[config.mk]
export PLATFORM = sky130hd
export DESIGN_NAME = aiorc_top
export DESIGN_NICKNAME = d
export VERILOG_FILES = /design/src/rtl/aiorc_pkg.sv /design/src/rtl/aiorc_top.sv
export VERILOG_INCLUDE_DIRS = /design/src /design/src/rtl
export SDC_FILE = /design/constraint.sdc
export NUM_CORES = 1
export LEC_CHECK = 0
export BUFFER_PORTS_ARGS = -buffer_cell sky130_fd_sc_hd__buf_4
export CAP_MARGIN = 5
export CORE_MARGIN = 4
export CORE_UTILIZATION = 41
export DETAILED_ROUTE_END_ITERATION = 8
export PLACE_DENSITY = 0.9
export SYNTH_ARGS = -nofsm -noshare
export SYNTH_HDL_FRONTEND = slang
export SYNTH_SLANG_ARGS = --single-unit
[constraint.sdc]
create_clock -name clk -period 5 [get_ports clk]
set_clock_uncertainty 0.05 [all_clocks]
set_input_delay 0.75 -clock clk [delete_from_list [all_inputs] [get_ports clk]]
set_output_delay 0.75 -clock clk [all_outputs]
set_load 0.005 [all_outputs]
[src/rtl/aiorc_consts.svh]
// Purpose: Named offsets, field positions and reset values for the analog routing registers
// Assumes: Avalon-MM byte addresses, 8-bit registers in the low lanes
// Notes: Definitions only
`ifndef AIORC_CONSTS_SVH
`define AIORC_CONSTS_SVH

`define AIORC_OFS_INPUT_SELECT 8'h60
`define AIORC_OFS_OUTBUF_CTRL 8'h62
`define AIORC_RST_INPUT_SELECT 8'h00
`define AIORC_RST_OUTBUF_CTRL 8'h00
`define AIORC_ADDR_W 8
`define AIORC_DATA_W 32
`define AIORC_REG_W 8

`define AIORC_COL3_SEL_HI 7
`define AIORC_COL3_SEL_LO 6
`define AIORC_COL2_SEL_HI 5
`define AIORC_COL2_SEL_LO 4
`define AIORC_COL1_SEL_HI 3
`define AIORC_COL1_SEL_LO 2
`define AIORC_COL0_SEL_HI 1
`define AIORC_COL0_SEL_LO 0

`define AIORC_COL1_SRC_BIT 7
`define AIORC_COL2_SRC_BIT 6
`define AIORC_COL1_BUF_BIT 5
`define AIORC_COL2_BUF_BIT 4
`define AIORC_COL0_BUF_BIT 3
`define AIORC_COL3_BUF_BIT 2
`define AIORC_RSVD_BIT 1
`define AIORC_PWR_BIT 0

`endif

[src/rtl/aiorc_pkg.sv]
// Purpose: Types for the analog routing configuration block
// Assumes: Nothing beyond the constants header
// Notes: State of the top module, except the column inputs, is one packed struct
`default_nettype none
package aiorc_pkg;
  typedef struct packed {
    logic [7:0] input_select;
    logic [7:0] outbuf_ctrl;
    logic waitreq;
    logic [31:0] readdata;
    logic [3:0] pin_out;
  } aiorc_state_t;
endpackage : aiorc_pkg
`default_nettype wire

[src/rtl/aiorc_top.sv]
// Purpose: Analog input routing and output buffer configuration registers
// Assumes: Avalon-MM slave, one-wait-state answer, synchronous active-low reset
// Notes: Pin choice shown as selected port-0 level per column
//
// Behaviour
// - Input select is 8-bit read/write, resets to zero, four 2-bit column fields.
// - Each column multiplexer picks one of at most four port bits.
// - Bits 7:6 pick column 3 pin from port-0 pins 0, 2, 4, 6.
// - Bits 5:4 pick column 2 pin from port-0 pins 1, 3, 5, 7.
// - Bits 3:2 pick column 1 pin from port-0 pins 0, 2, 4, 6.
// - Bits 1:0 pick column 0 pin from port-0 pins 1, 3, 5, 7.
// - Buffer control bit 7 feeds column 1 from mux 1 when 0, mux 0 when 1.
// - Buffer control bit 6 feeds column 2 from mux 2 when 0, mux 3 when 1.
// - Buffer control is 8-bit write-only, resets to zero, bit 1 reserved.
// - Buffer enables: bit 5 col1, bit 4 col2, bit 3 col0, bit 2 col3.
// - Bit 0 sets shared output buffer power; zero means low power.
`include "aiorc_consts.svh"
`default_nettype none
module aiorc_top
  import aiorc_pkg::*;
(
  // Clock and reset
  input wire logic clk,
  input wire logic nrst,
  // Avalon-MM slave
  input wire logic [7:0] avs_address,
  input wire logic avs_read,
  input wire logic avs_write,
  input wire logic [31:0] avs_writedata,
  input wire logic [3:0] avs_byteenable,
  output logic [31:0] avs_readdata,
  output logic avs_waitrequest,
  // Port-0 pins feeding the column multiplexers
  input wire logic [7:0] port0_in,
  // Column pin selects
  output logic [1:0] col0_pin_select,
  output logic [1:0] col1_pin_select,
  output logic [1:0] col2_pin_select,
  output logic [1:0] col3_pin_select,
  // Multiplexer outputs and column inputs
  output logic [3:0] col_mux_out,
  output logic [3:0] col_input,
  // Source selects, buffer enables, power
  output logic col1_source_select,
  output logic col2_source_select,
  output logic col0_outbuf_enable,
  output logic col1_outbuf_enable,
  output logic col2_outbuf_enable,
  output logic col3_outbuf_enable,
  output logic outbuf_power_level
);

  aiorc_state_t s_q;
  aiorc_state_t s_d;
  logic [3:0] col_input_q;
  logic [3:0] col_input_d;

  // Odd-pin mux: code n picks pin 2n+1; even-pin mux: code n picks pin 2n
  function automatic logic pin_pick(input logic [7:0] pins, input logic [1:0] code,
                                    input logic odd);
    logic [2:0] idx;
    idx = {code, odd};
    return pins[idx];
  endfunction : pin_pick

  always_comb begin
    logic req;
    logic [7:0] isel;
    logic [7:0] bctl;
    s_d = s_q;
    req = avs_read | avs_write;
    s_d.waitreq = 1'b1;
    isel = s_q.input_select;
    bctl = s_q.outbuf_ctrl;
    // Answer on the second cycle of each request
    if (req && s_q.waitreq) begin
      s_d.waitreq = 1'b0;
      s_d.readdata = '0;
      if (avs_read && avs_address == `AIORC_OFS_INPUT_SELECT) begin
        s_d.readdata = {24'h000000, s_q.input_select};
      end
      // Write-only and unmapped reads give zero
    end
    // Write lands only at the edge where the master sees waitrequest low
    if (avs_write && !s_q.waitreq && avs_byteenable[0]) begin
      if (avs_address == `AIORC_OFS_INPUT_SELECT) begin
        isel = avs_writedata[`AIORC_REG_W-1:0];
      end else if (avs_address == `AIORC_OFS_OUTBUF_CTRL) begin
        bctl = avs_writedata[`AIORC_REG_W-1:0];
        bctl[`AIORC_RSVD_BIT] = 1'b0;
      end
    end
    s_d.input_select = isel;
    s_d.outbuf_ctrl = bctl;
    // Each mux sees four port bits only
    s_d.pin_out[3] = pin_pick(port0_in, isel[`AIORC_COL3_SEL_HI:`AIORC_COL3_SEL_LO],
                              1'b0);
    s_d.pin_out[2] = pin_pick(port0_in, isel[`AIORC_COL2_SEL_HI:`AIORC_COL2_SEL_LO],
                              1'b1);
    s_d.pin_out[1] = pin_pick(port0_in, isel[`AIORC_COL1_SEL_HI:`AIORC_COL1_SEL_LO],
                              1'b0);
    s_d.pin_out[0] = pin_pick(port0_in, isel[`AIORC_COL0_SEL_HI:`AIORC_COL0_SEL_LO],
                              1'b1);
    col_input_d[0] = s_d.pin_out[0];
    col_input_d[3] = s_d.pin_out[3];
    col_input_d[1] = bctl[`AIORC_COL1_SRC_BIT] ? s_d.pin_out[0] : s_d.pin_out[1];
    col_input_d[2] = bctl[`AIORC_COL2_SRC_BIT] ? s_d.pin_out[3] : s_d.pin_out[2];
    if (!nrst) begin
      s_d = '0;
      s_d.input_select = `AIORC_RST_INPUT_SELECT;
      s_d.outbuf_ctrl = `AIORC_RST_OUTBUF_CTRL;
      s_d.waitreq = 1'b1;
      col_input_d = '0;
    end
  end

  always_ff @(posedge clk) begin
    s_q <= s_d;
    col_input_q <= col_input_d;
  end

  assign avs_readdata = s_q.readdata;
  assign avs_waitrequest = s_q.waitreq;
  assign col3_pin_select = s_q.input_select[`AIORC_COL3_SEL_HI:`AIORC_COL3_SEL_LO];
  assign col2_pin_select = s_q.input_select[`AIORC_COL2_SEL_HI:`AIORC_COL2_SEL_LO];
  assign col1_pin_select = s_q.input_select[`AIORC_COL1_SEL_HI:`AIORC_COL1_SEL_LO];
  assign col0_pin_select = s_q.input_select[`AIORC_COL0_SEL_HI:`AIORC_COL0_SEL_LO];
  assign col_mux_out = s_q.pin_out;
  assign col_input = col_input_q;
  assign col1_source_select = s_q.outbuf_ctrl[`AIORC_COL1_SRC_BIT];
  assign col2_source_select = s_q.outbuf_ctrl[`AIORC_COL2_SRC_BIT];
  assign col1_outbuf_enable = s_q.outbuf_ctrl[`AIORC_COL1_BUF_BIT];
  assign col2_outbuf_enable = s_q.outbuf_ctrl[`AIORC_COL2_BUF_BIT];
  assign col0_outbuf_enable = s_q.outbuf_ctrl[`AIORC_COL0_BUF_BIT];
  assign col3_outbuf_enable = s_q.outbuf_ctrl[`AIORC_COL3_BUF_BIT];
  assign outbuf_power_level = s_q.outbuf_ctrl[`AIORC_PWR_BIT];

endmodule : aiorc_top
`default_nettype wire

==> results.sh, run 1 <==
export IMPL_ys_ff_latch=30
export IMPL_cts_root_buf="clkbuf_4"
export IMPL_ant_nets=0
export IMPL_syn_cell_area_sq_um=1380
export IMPL_hold_violations=0
export IMPL_gp_congestion=0.752
export IMPL_synth_commonest_cells="30 x dfxtp_1, 26 x buf_4, 24 x nor2_1, 18 x mux2i_1, 8 x a22oi_1"
export IMPL_yosys_warnings=0
export IMPL_synthArstFlopShare_pct=0
export IMPL_grt_pass1_vias=1034
export IMPL_period_share_pct=59.8
export IMPL_critPathLaunchType="primary input"
export IMPL_place_ws_ns=1.66
export IMPL_p_comb_share_pct=10.5
export IMPL_cp_end_kind="flop"
export IMPL_final_core_util_pct=58.6
export IMPL_grt_first_pass_wirelength_um=4790
export IMPL_cts_setup_buffers=0
export IMPL_grt_overflow_total=0
export IMPL_area_growth_synth_to_final_pct=32.8
export IMPL_syn_instance_count=136
export IMPL_via_per_inst=4.48
export IMPL_synth_edff_count=0
export IMPL_tritoncts="done"
export IMPL_io_buffers=60
export IMPL_cts_sinks=30
export IMPL_crit_fanout=8
export IMPL_crit_type="in2reg"
export IMPL_core_area_sq_um=3130
export IMPL_wl_per_cell_um=12.5
export IMPL_syn_area_per_cell_sq_um=10.1
export IMPL_clockPowerShare_pct=33.4
export IMPL_synth_cell_types=23
export IMPL_fin_area_sq_um=1830
export IMPL_drt_first_pass_iters=5
export IMPL_cts_buffer_depth=2
export IMPL_outcome="finished, final reports clean"
export IMPL_start_util_pct=44.1
export IMPL_worstPathArrival_ns=3.16
export IMPL_finalPower_uw=434
export IMPL_antenna_cells=0
export IMPL_cp_required_ns=5.17
export IMPL_grt_max_degree=26
export IMPL_hold_buffers=0
export IMPL_setup_violations_final=0
export IMPL_synth_most_common_cell="dfxtp_1"
export IMPL_p_sw_share_pct=22.7
export IMPL_holdPathStages=2
export IMPL_drtIter0Drc=61
export IMPL_r2r_cells=6
export IMPL_ys_dominant_reg_cell="dfxtp_1"
export IMPL_power_density_nw_per_um2=237
export IMPL_fmax_ghz=0.335
export IMPL_min_period_ns=2.99
export IMPL_path_clk_slew_ns=0.09
export IMPL_fin_tns_setup_ns=0
export IMPL_leakage_nw=0.947
export IMPL_ctsResizeCount=0
export IMPL_dpl_hpwl_um=2460
export IMPL_nNetsFinal=254
export IMPL_placed_area_sq_um=1770
export IMPL_ios=112
export IMPL_wl_um=3040
export IMPL_antenna_found_initial=0
export IMPL_dieWidth_um=66.0
export IMPL_seqPwrFrac_pct=56.1
export IMPL_switchingPower_uw=98.6
export IMPL_synth_area_leaders="dfxtp_1 44%, buf_4 14%, mux2i_1 13%, nor2_1 6.5%, mux2_2 4.9%"
export IMPL_ys_seq_area_share_pct=43.5
export IMPL_hp_class="reg2reg"
export IMPL_htree_levels=2
export IMPL_cap_violations=0
export IMPL_rows=20
export IMPL_worst_slack_ns=2.01
export IMPL_max_slew_margin_rel_pct=46.6
export IMPL_slew_violations=0
export IMPL_yosysTopAreaCell="dfxtp_1"
export IMPL_fp_dieArea_sq_um=4360
export IMPL_rsz0062_at_grt="false"
export IMPL_max_vdd_ir_drop_uv=143
export IMPL_drive_above_1_share_pct=39.7
export IMPL_insertion_delay_ns=0.32
export IMPL_internal_power_uw=335
export IMPL_cts_made_buffers=5
export IMPL_post_route_drc_count=0
export IMPL_vias=1089
export IMPL_gr_usage_all_layers_pct=14.9
export IMPL_worstMarginPinSlew_ns=0.794
export IMPL_dieHeight_um=66.0
export IMPL_synth_top_cell_area_share_pct=43.5
-- state kept, by name, summed over array words and instances (netlist names), 2 cells and up --
name             flops
col_input            2
col0_pin_select      2
col2_pin_select      2
col1_pin_select      2
col_mux_out          4
col3_pin_select      2
avs_readdata         8
-- final cells by class --
| type | instances | area (sq um) |
|---|---|---|
| tap | 44 | 55.1 |
| clock buffer | 7 | 55.1 |
| timing repair buffer | 61 | 458 |
| inverter | 3 | 11.3 |
| multi-input combinational | 97 | 648 |
| clock inverter | 1 | 5.00 |
| sequential | 30 | 601 |
| fill | 282 | 1290 |
-- cell usage in the layout, fill, tap and decap left out, drive strengths merged --
cell      n
buf      61
dfxtp    30
nor2     24
conb     24
mux2i    18
a22oi     8
mux2      7
clkbuf    7
inv       3
and2      3
a22o      2
nor4      2
or3       1
nand3b    1
nand4bb   1
or4       1
o22a      1
o2bb2a    1
o21ai     1
or2       1
nand2     1
clkinv    1
-- power groups by stage --
stage                     registers [mW]  clock network [mW]  logic [mW]
final                              0.243               0.145      0.0457
after global routing               0.244               0.167      0.0509
after CTS                          0.243               0.152      0.0458
after detailed placement           0.249                   0      0.0457
after global placement             0.249                   0      0.0451
after floorplan                    0.249                   0      0.0322
-- metal layers --
| metal | vias to the layer above | GRT usage (%) | part of all wire, % |
|---|---|---|---|
| li1 | 543 | - | - |
| met1 | 494 | 15.5 | 38 |
| met2 | 50 | 26.3 | 52 |
| met3 | 2 | 7.48 | 9.5 |
| met4 | 0 | 4.06 | 0.43 |
| met5 | - | 0 | 0 |
-- kinds of logic (layout without fill, tap and decap cells) --
| logic type | Yosys count | after routing | synth area share (%) |
|---|---|---|---|
| mux | 25 | 25 | 19.0 |
| compound gates | 13 | 13 | 8.07 |
| other cells | 1 | 24 | 0.272 |
| simple gates | 35 | 35 | 13.3 |
| flops | 30 | 30 | 43.5 |
| buf+inv | 32 | 72 | 15.8 |
-- worst max-delay path: stages --
cell and delay [ns]:
buf_4 0.11, or3_4 0.40, nor4_4 0.70, mux2i_1 0.42, mux2_4 0.33, a22o_1 0.26
o2bb2a_4 0.20
-- path summary, 6_finish.rpt --
path / from / endpoint / slack [ns]
setup / recovery: avs_address[0] / col_input[1]$_SDFF_PN0_ / 2.01
hold / removal: col3_outbuf_enable$_SDFFE_PN0P_ / col3_outbuf_enable$_SDFFE_PN0P_ / 0.45
setup reg to reg: avs_waitrequest$_SDFF_PN1_ / col_input[1]$_SDFF_PN0_ / 2.45
hold reg to reg: col3_outbuf_enable$_SDFFE_PN0P_ / col3_outbuf_enable$_SDFFE_PN0P_ / 0.45
-- metrics by stage --
step                cells  hold WS, ns
floorplan             159        0.438
global placement      235        0.427
detailed placement    235        0.436
CTS                   243        0.458
global route          243        0.485
finish                243        0.450
Note: power is estimated with default switching activity, not from simulation.
==> inputs of run 2 (changes only) <==
--- a/config.mk
+++ b/config.mk
@@ -9,9 +9,9 @@
 export BUFFER_PORTS_ARGS = -buffer_cell sky130_fd_sc_hd__buf_4
 export CAP_MARGIN = 5
 export CORE_MARGIN = 4
-export CORE_UTILIZATION = 41
+export CORE_UTILIZATION = 35
 export DETAILED_ROUTE_END_ITERATION = 8
-export PLACE_DENSITY = 0.9
+export PLACE_DENSITY = 0.82
 export SYNTH_ARGS = -nofsm -noshare
 export SYNTH_HDL_FRONTEND = slang
 export SYNTH_SLANG_ARGS = --single-unit
==> constraint.sdc (replaced) <==
create_clock -name clk -period 2.5 [get_ports clk]
set_clock_uncertainty 0.05 [all_clocks]
set_input_delay 0.375 -clock clk [delete_from_list [all_inputs] [get_ports clk]]
set_output_delay 0.375 -clock clk [all_outputs]
set_load 0.005 [all_outputs]
==> results.sh, run 2 (same netlist as run 1, synthesis figures left out) <==
export IMPL_wl_um=3280
export IMPL_largest_register_ffs=8
export IMPL_worstPathArrival_ns=2.43
export IMPL_placed_area_sq_um=1830
export IMPL_min_period_ns=2.32
export IMPL_drive_above_1_share_pct=41.0
export IMPL_drtIter0Drc=47
export IMPL_ios=112
export IMPL_period_share_pct=92.8
export IMPL_hp_class="in2reg"
export IMPL_gr_usage_all_layers_pct=13.0
export IMPL_worstMarginPinSlew_ns=0.675
export IMPL_cap_violations=0
export IMPL_nNetsFinal=261
export IMPL_hold_buffers=0
export IMPL_ctsResizeCount=0
export IMPL_vias=1117
export IMPL_nFillCells=374
export IMPL_holdPathStages=3
export IMPL_wl_per_cell_um=13.0
export IMPL_max_vdd_ir_drop_uv=273
export IMPL_core_area_sq_um=3740
export IMPL_grt_pass1_vias=1023
export IMPL_path_clk_slew_ns=0.06
export IMPL_crit_type="in2reg"
export IMPL_final_cell_mix="68 x buf_4, 30 x dfxtp_1, 24 x nor2_1, 24 x conb_1, 18 x mux2i_1"
export IMPL_cts_setup_buffers=0
export IMPL_worst_hold_slack_ns=0.295
export IMPL_dieHeight_um=70.8
export IMPL_cts_root_buf="clkbuf_8"
export IMPL_cts_made_buffers=5
export IMPL_antenna_found_initial=0
export IMPL_tritoncts="done"
export IMPL_layout_commonest_cell="buf_4"
export IMPL_dieWidth_um=70.8
export IMPL_start_util_pct=36.9
export IMPL_dpl_hpwl_um=2690
export IMPL_cp_end_kind="flop"
export IMPL_via_per_inst=4.42
export IMPL_hold_violations=0
export IMPL_r2r_cells=7
export IMPL_drt_first_pass_iters=4
export IMPL_fp_dieArea_sq_um=5010
export IMPL_finalNonFillerCells=253
export IMPL_htree_levels=2
export IMPL_critPathLaunchType="primary input"
export IMPL_fin_area_sq_um=1910
export IMPL_fin_tns_setup_ns=0
export IMPL_setup_violations_final=0
export IMPL_area_growth_synth_to_final_pct=38.2
export IMPL_insertion_delay_ns=0.27
export IMPL_cts_buffer_depth=2
export IMPL_antenna_cells=0
export IMPL_rsz0062_at_grt="false"
export IMPL_crit_fanout=4
export IMPL_grt_max_degree=16
export IMPL_post_route_drc_count=0
export IMPL_max_slew_margin_rel_pct=54.7
export IMPL_slew_violations=0
export IMPL_fmax_ghz=0.431
export IMPL_rows=22
export IMPL_power_density_nw_per_um2=487
export IMPL_ant_nets=0
export IMPL_cts_sinks=30
export IMPL_numPlacedInstances=246
export IMPL_gp_congestion=0.774
export IMPL_io_buffers=60
export IMPL_grt_first_pass_wirelength_um=5070
export IMPL_cp_required_ns=2.61
export IMPL_outcome="finished, final reports clean"
export IMPL_grt_overflow_total=0
export IMPL_leakage_nw=0.984
run 2: final cells by class:
cell class	count	area (sq um)	area share [%]
Tap cell	48	60.1	3.15
Sequential cell	30	601	31.5
Timing Repair Buffer	68	510	26.8
Clock buffer	7	76.3	4.00
Multi-Input combinational cell	97	648	34.0
Inverter	3	11.3	0.591
run 2: final timing paths:
check | start | to | slack [ns]
worst max-delay path | avs_address[0] | col_input[2]$_SDFF_PN0_ | 0.18
worst min-delay path | avs_writedata[4] | col2_outbuf_enable$_SDFFE_PN0P_ | 0.30
worst max register to register | avs_waitrequest$_SDFF_PN1_ | col_input[2]$_SDFF_PN0_ | 0.29
worst min register to register | col3_outbuf_enable$_SDFFE_PN0P_ | col3_outbuf_enable$_SDFFE_PN0P_ | 0.44
run 2: routing by layer:
layer / global-route usage (%) / up-vias / part of all wire (%)
li1: - / 552 / -
met1: 16.4 / 508 / 41
met2: 19.7 / 53 / 47
met3: 6.53 / 4 / 11
met4: 3.76 / 0 / 0.58
met5: 0 / - / 0
run 2: metrics by stage:
stage                     total power [mW]  util [%]  setup WS [ns]
after floorplan                      0.563         -        -0.0778
after global placement               0.591      48.9        -0.0903
after global routing                 0.981      50.9         0.0184
final                                0.929      50.9          0.180
after CTS                            0.942      50.9          0.181
after detailed placement             0.593      48.9        -0.0830
run 2: critical path, stage by stage:
cell,delay [ns]
buf_4,0.11
or3_4,0.40
nor4_4,0.25
buf_4,0.18
mux2i_1,0.32
mux2_2,0.37
a22o_1,0.24
o22a_1,0.20
run 2: power breakdown:
| group | total, mW | switching (mW) | internal (mW) |
|---|---|---|---|
| registers | 0.488 | 0.00288 | 0.485 |
| logic | 0.0948 | 0.0426 | 0.0522 |
| clock network | 0.346 | 0.155 | 0.191 |
==> inputs of run 3 (changes only) <==
--- a/config.mk
+++ b/config.mk
@@ -8,6 +8,7 @@
 export LEC_CHECK = 0
 export BUFFER_PORTS_ARGS = -buffer_cell sky130_fd_sc_hd__buf_4
 export CAP_MARGIN = 5
+export CORE_ASPECT_RATIO = 1.4
 export CORE_MARGIN = 4
 export CORE_UTILIZATION = 35
 export DETAILED_ROUTE_END_ITERATION = 8
==> results.sh, run 3 (same netlist as run 1, synthesis figures left out) <==
export IMPL_drt_first_pass_iters=6
export IMPL_finalPower_uw=973
export IMPL_start_util_pct=36.9
export IMPL_leakage_nw=0.999
export IMPL_reg2reg_to="col_input[2]$_SDFF_PN0_"
export IMPL_min_period_ns=2.32
export IMPL_slew_violations=0
export IMPL_cp_endpoint="col_input[2]$_SDFF_PN0_"
export IMPL_wl_um=3390
export IMPL_cp_top_family="multiplexers"
export IMPL_worstMarginPinSlew_ns=0.734
export IMPL_via_per_inst=4.55
export IMPL_dieHeight_um=82.3
export IMPL_area_growth_synth_to_final_pct=39.3
export IMPL_r2r_start="avs_waitrequest$_SDFF_PN1_"
export IMPL_grt_first_pass_wirelength_um=4900
export IMPL_cts_setup_buffers=0
export IMPL_seqPwrFrac_pct=50.1
export IMPL_p_comb_share_pct=10.0
export IMPL_grt_overflow_total=0
export IMPL_max_vdd_ir_drop_uv=326
export IMPL_cts_sinks=30
export IMPL_cpPeakStageDelay_ns=0.40
export IMPL_rsz0062_at_grt="false"
export IMPL_gp_congestion=0.780
export IMPL_fmax_ghz=0.431
export IMPL_cp_end_kind="flop"
export IMPL_cts_buffer_depth=2
export IMPL_power_density_nw_per_um2=506
export IMPL_cts_made_buffers=5
export IMPL_internal_power_uw=759
export IMPL_crit_path_frequent_cell="buf_4"
export IMPL_hold_violations=0
export IMPL_antenna_found_initial=0
export IMPL_largest_register_ffs=8
export IMPL_period_share_pct=92.7
export IMPL_crit_type="in2reg"
export IMPL_hold_buffers=0
export IMPL_worst_hold_slack_ns=0.289
export IMPL_path_clk_slew_ns=0.06
export IMPL_r2r_cells=7
export IMPL_outcome="finished, final reports clean"
export IMPL_gr_usage_all_layers_pct=13.3
export IMPL_drtIter0Drc=18
export IMPL_dpl_hpwl_um=2770
export IMPL_switchingPower_uw=214
export IMPL_core_area_sq_um=3740
export IMPL_post_route_drc_count=0
export IMPL_final_cell_mix="69 x buf_4, 30 x dfxtp_1, 24 x nor2_1, 24 x conb_1, 18 x mux2i_1"
export IMPL_worstPathArrival_ns=2.44
export IMPL_cp_slowest_cell="or3_4"
export IMPL_wl_per_cell_um=13.6
export IMPL_io_buffers=60
export IMPL_insertion_delay_ns=0.27
export IMPL_drive_above_1_share_pct=42.0
export IMPL_dieWidth_um=61.1
export IMPL_htree_levels=2
export IMPL_cap_violations=0
export IMPL_fp_dieArea_sq_um=5030
export IMPL_critPathLaunchType="primary input"
export IMPL_nNetsFinal=262
export IMPL_ant_nets=0
export IMPL_crit_chain="buf_4 -> or3_4 -> nor4_4 -> buf_4 -> mux2i_1 -> mux2_2 -> a22o_1 -> o22a_1"
export IMPL_ctsResizeCount=0
export IMPL_clockPowerShare_pct=39.9
export IMPL_startpoint="avs_address[0]"
export IMPL_cp_required_ns=2.62
export IMPL_p_sw_share_pct=22.0
export IMPL_ios=112
export IMPL_crit_fanout=5
export IMPL_cp_num_cells=8
export IMPL_ff2ff_setup_slack_ns=0.26
export IMPL_grt_pass1_vias=1100
export IMPL_antenna_cells=0
export IMPL_tritoncts="done"
export IMPL_crit_buf_inv=2
export IMPL_grt_max_degree=15
export IMPL_rows=26
export IMPL_hp_class="in2reg"
export IMPL_numPlacedInstances=241
export IMPL_max_slew_margin_rel_pct=50.8
export IMPL_vias=1134
export IMPL_layout_commonest_cell="buf_4"
export IMPL_setup_violations_final=0
export IMPL_finalNonFillerCells=249
export IMPL_cts_root_buf="clkbuf_8"
-- run 3: power by group through the flow --
stage          clock network [mW]  registers [mW]  logic (mW)
4_1_cts                     0.399           0.488      0.0972
6_report                    0.389           0.488      0.0969
3_5_place_dp                    0           0.498      0.0971
5_1_grt                     0.423           0.488       0.108
2_1_floorplan                   0           0.499      0.0644
3_3_place_gp                    0           0.498      0.0962
-- run 3: worst register-to-register path: stages (launching register included) --
cell	delay (ns)
dfxtp_1	0.33
nand3b_1	0.22
nor4_4	0.22
buf_4	0.19
mux2i_1	0.32
mux2_2	0.37
a22o_1	0.24
o22a_1	0.19
-- run 3: final cells by class --
| class | instances | area, sq um |
|---|---|---|
| inverter | 3 | 11.3 |
| tap | 42 | 52.6 |
| timing repair buffer | 69 | 518 |
| multi-input combinational | 97 | 648 |
| clock inverter | 1 | 5.00 |
| fill | 362 | 1820 |
| clock buffer | 7 | 86.3 |
| sequential | 30 | 601 |
-- run 3: worst min path at each step --
stage                                                from                              end  slack (ns)  depth (start not counted)
final                                                nrst        col_mux_out[3]$_SDFF_PN0_        0.29                          2
after global routing                                 nrst        col_mux_out[3]$_SDFF_PN0_        0.29                          2
after CTS                                            nrst        col_mux_out[3]$_SDFF_PN0_        0.28                          2
after detailed placement  col0_outbuf_enable$_SDFFE_PN0P_  col0_outbuf_enable$_SDFFE_PN0P_        0.44                          2
after global placement    col1_outbuf_enable$_SDFFE_PN0P_  col1_outbuf_enable$_SDFFE_PN0P_        0.43                          2
after floorplan           col0_outbuf_enable$_SDFFE_PN0P_  col0_outbuf_enable$_SDFFE_PN0P_        0.44                          2
-- run 3: routing by layer --
| metal | wire length, um | share of wire (%) | GRT usage [%] |
|---|---|---|---|
| met2 | 1810 | 53 | 24.8 |
| met1 | 1200 | 35 | 13.1 |
| met3 | 349 | 10 | 4.35 |
| met4 | 34 | 1.0 | 5.21 |
| met5 | 0 | 0 | 0 |
-- run 3: metrics by stage --
step | utilization, % | TNS [ns] | cell area [sq um] | setup slack, ns
6_report | 51.4 | 0 | 1920 | 0.181
5_1_grt | 51.4 | 0 | 1920 | 0.0692
4_1_cts | 51.4 | 0 | 1920 | 0.155
3_5_place_dp | 48.9 | -0.246 | 1830 | -0.132
3_3_place_gp | 48.9 | -0.178 | 1830 | -0.111
2_1_floorplan | - | -0.128 | 1470 | -0.0778
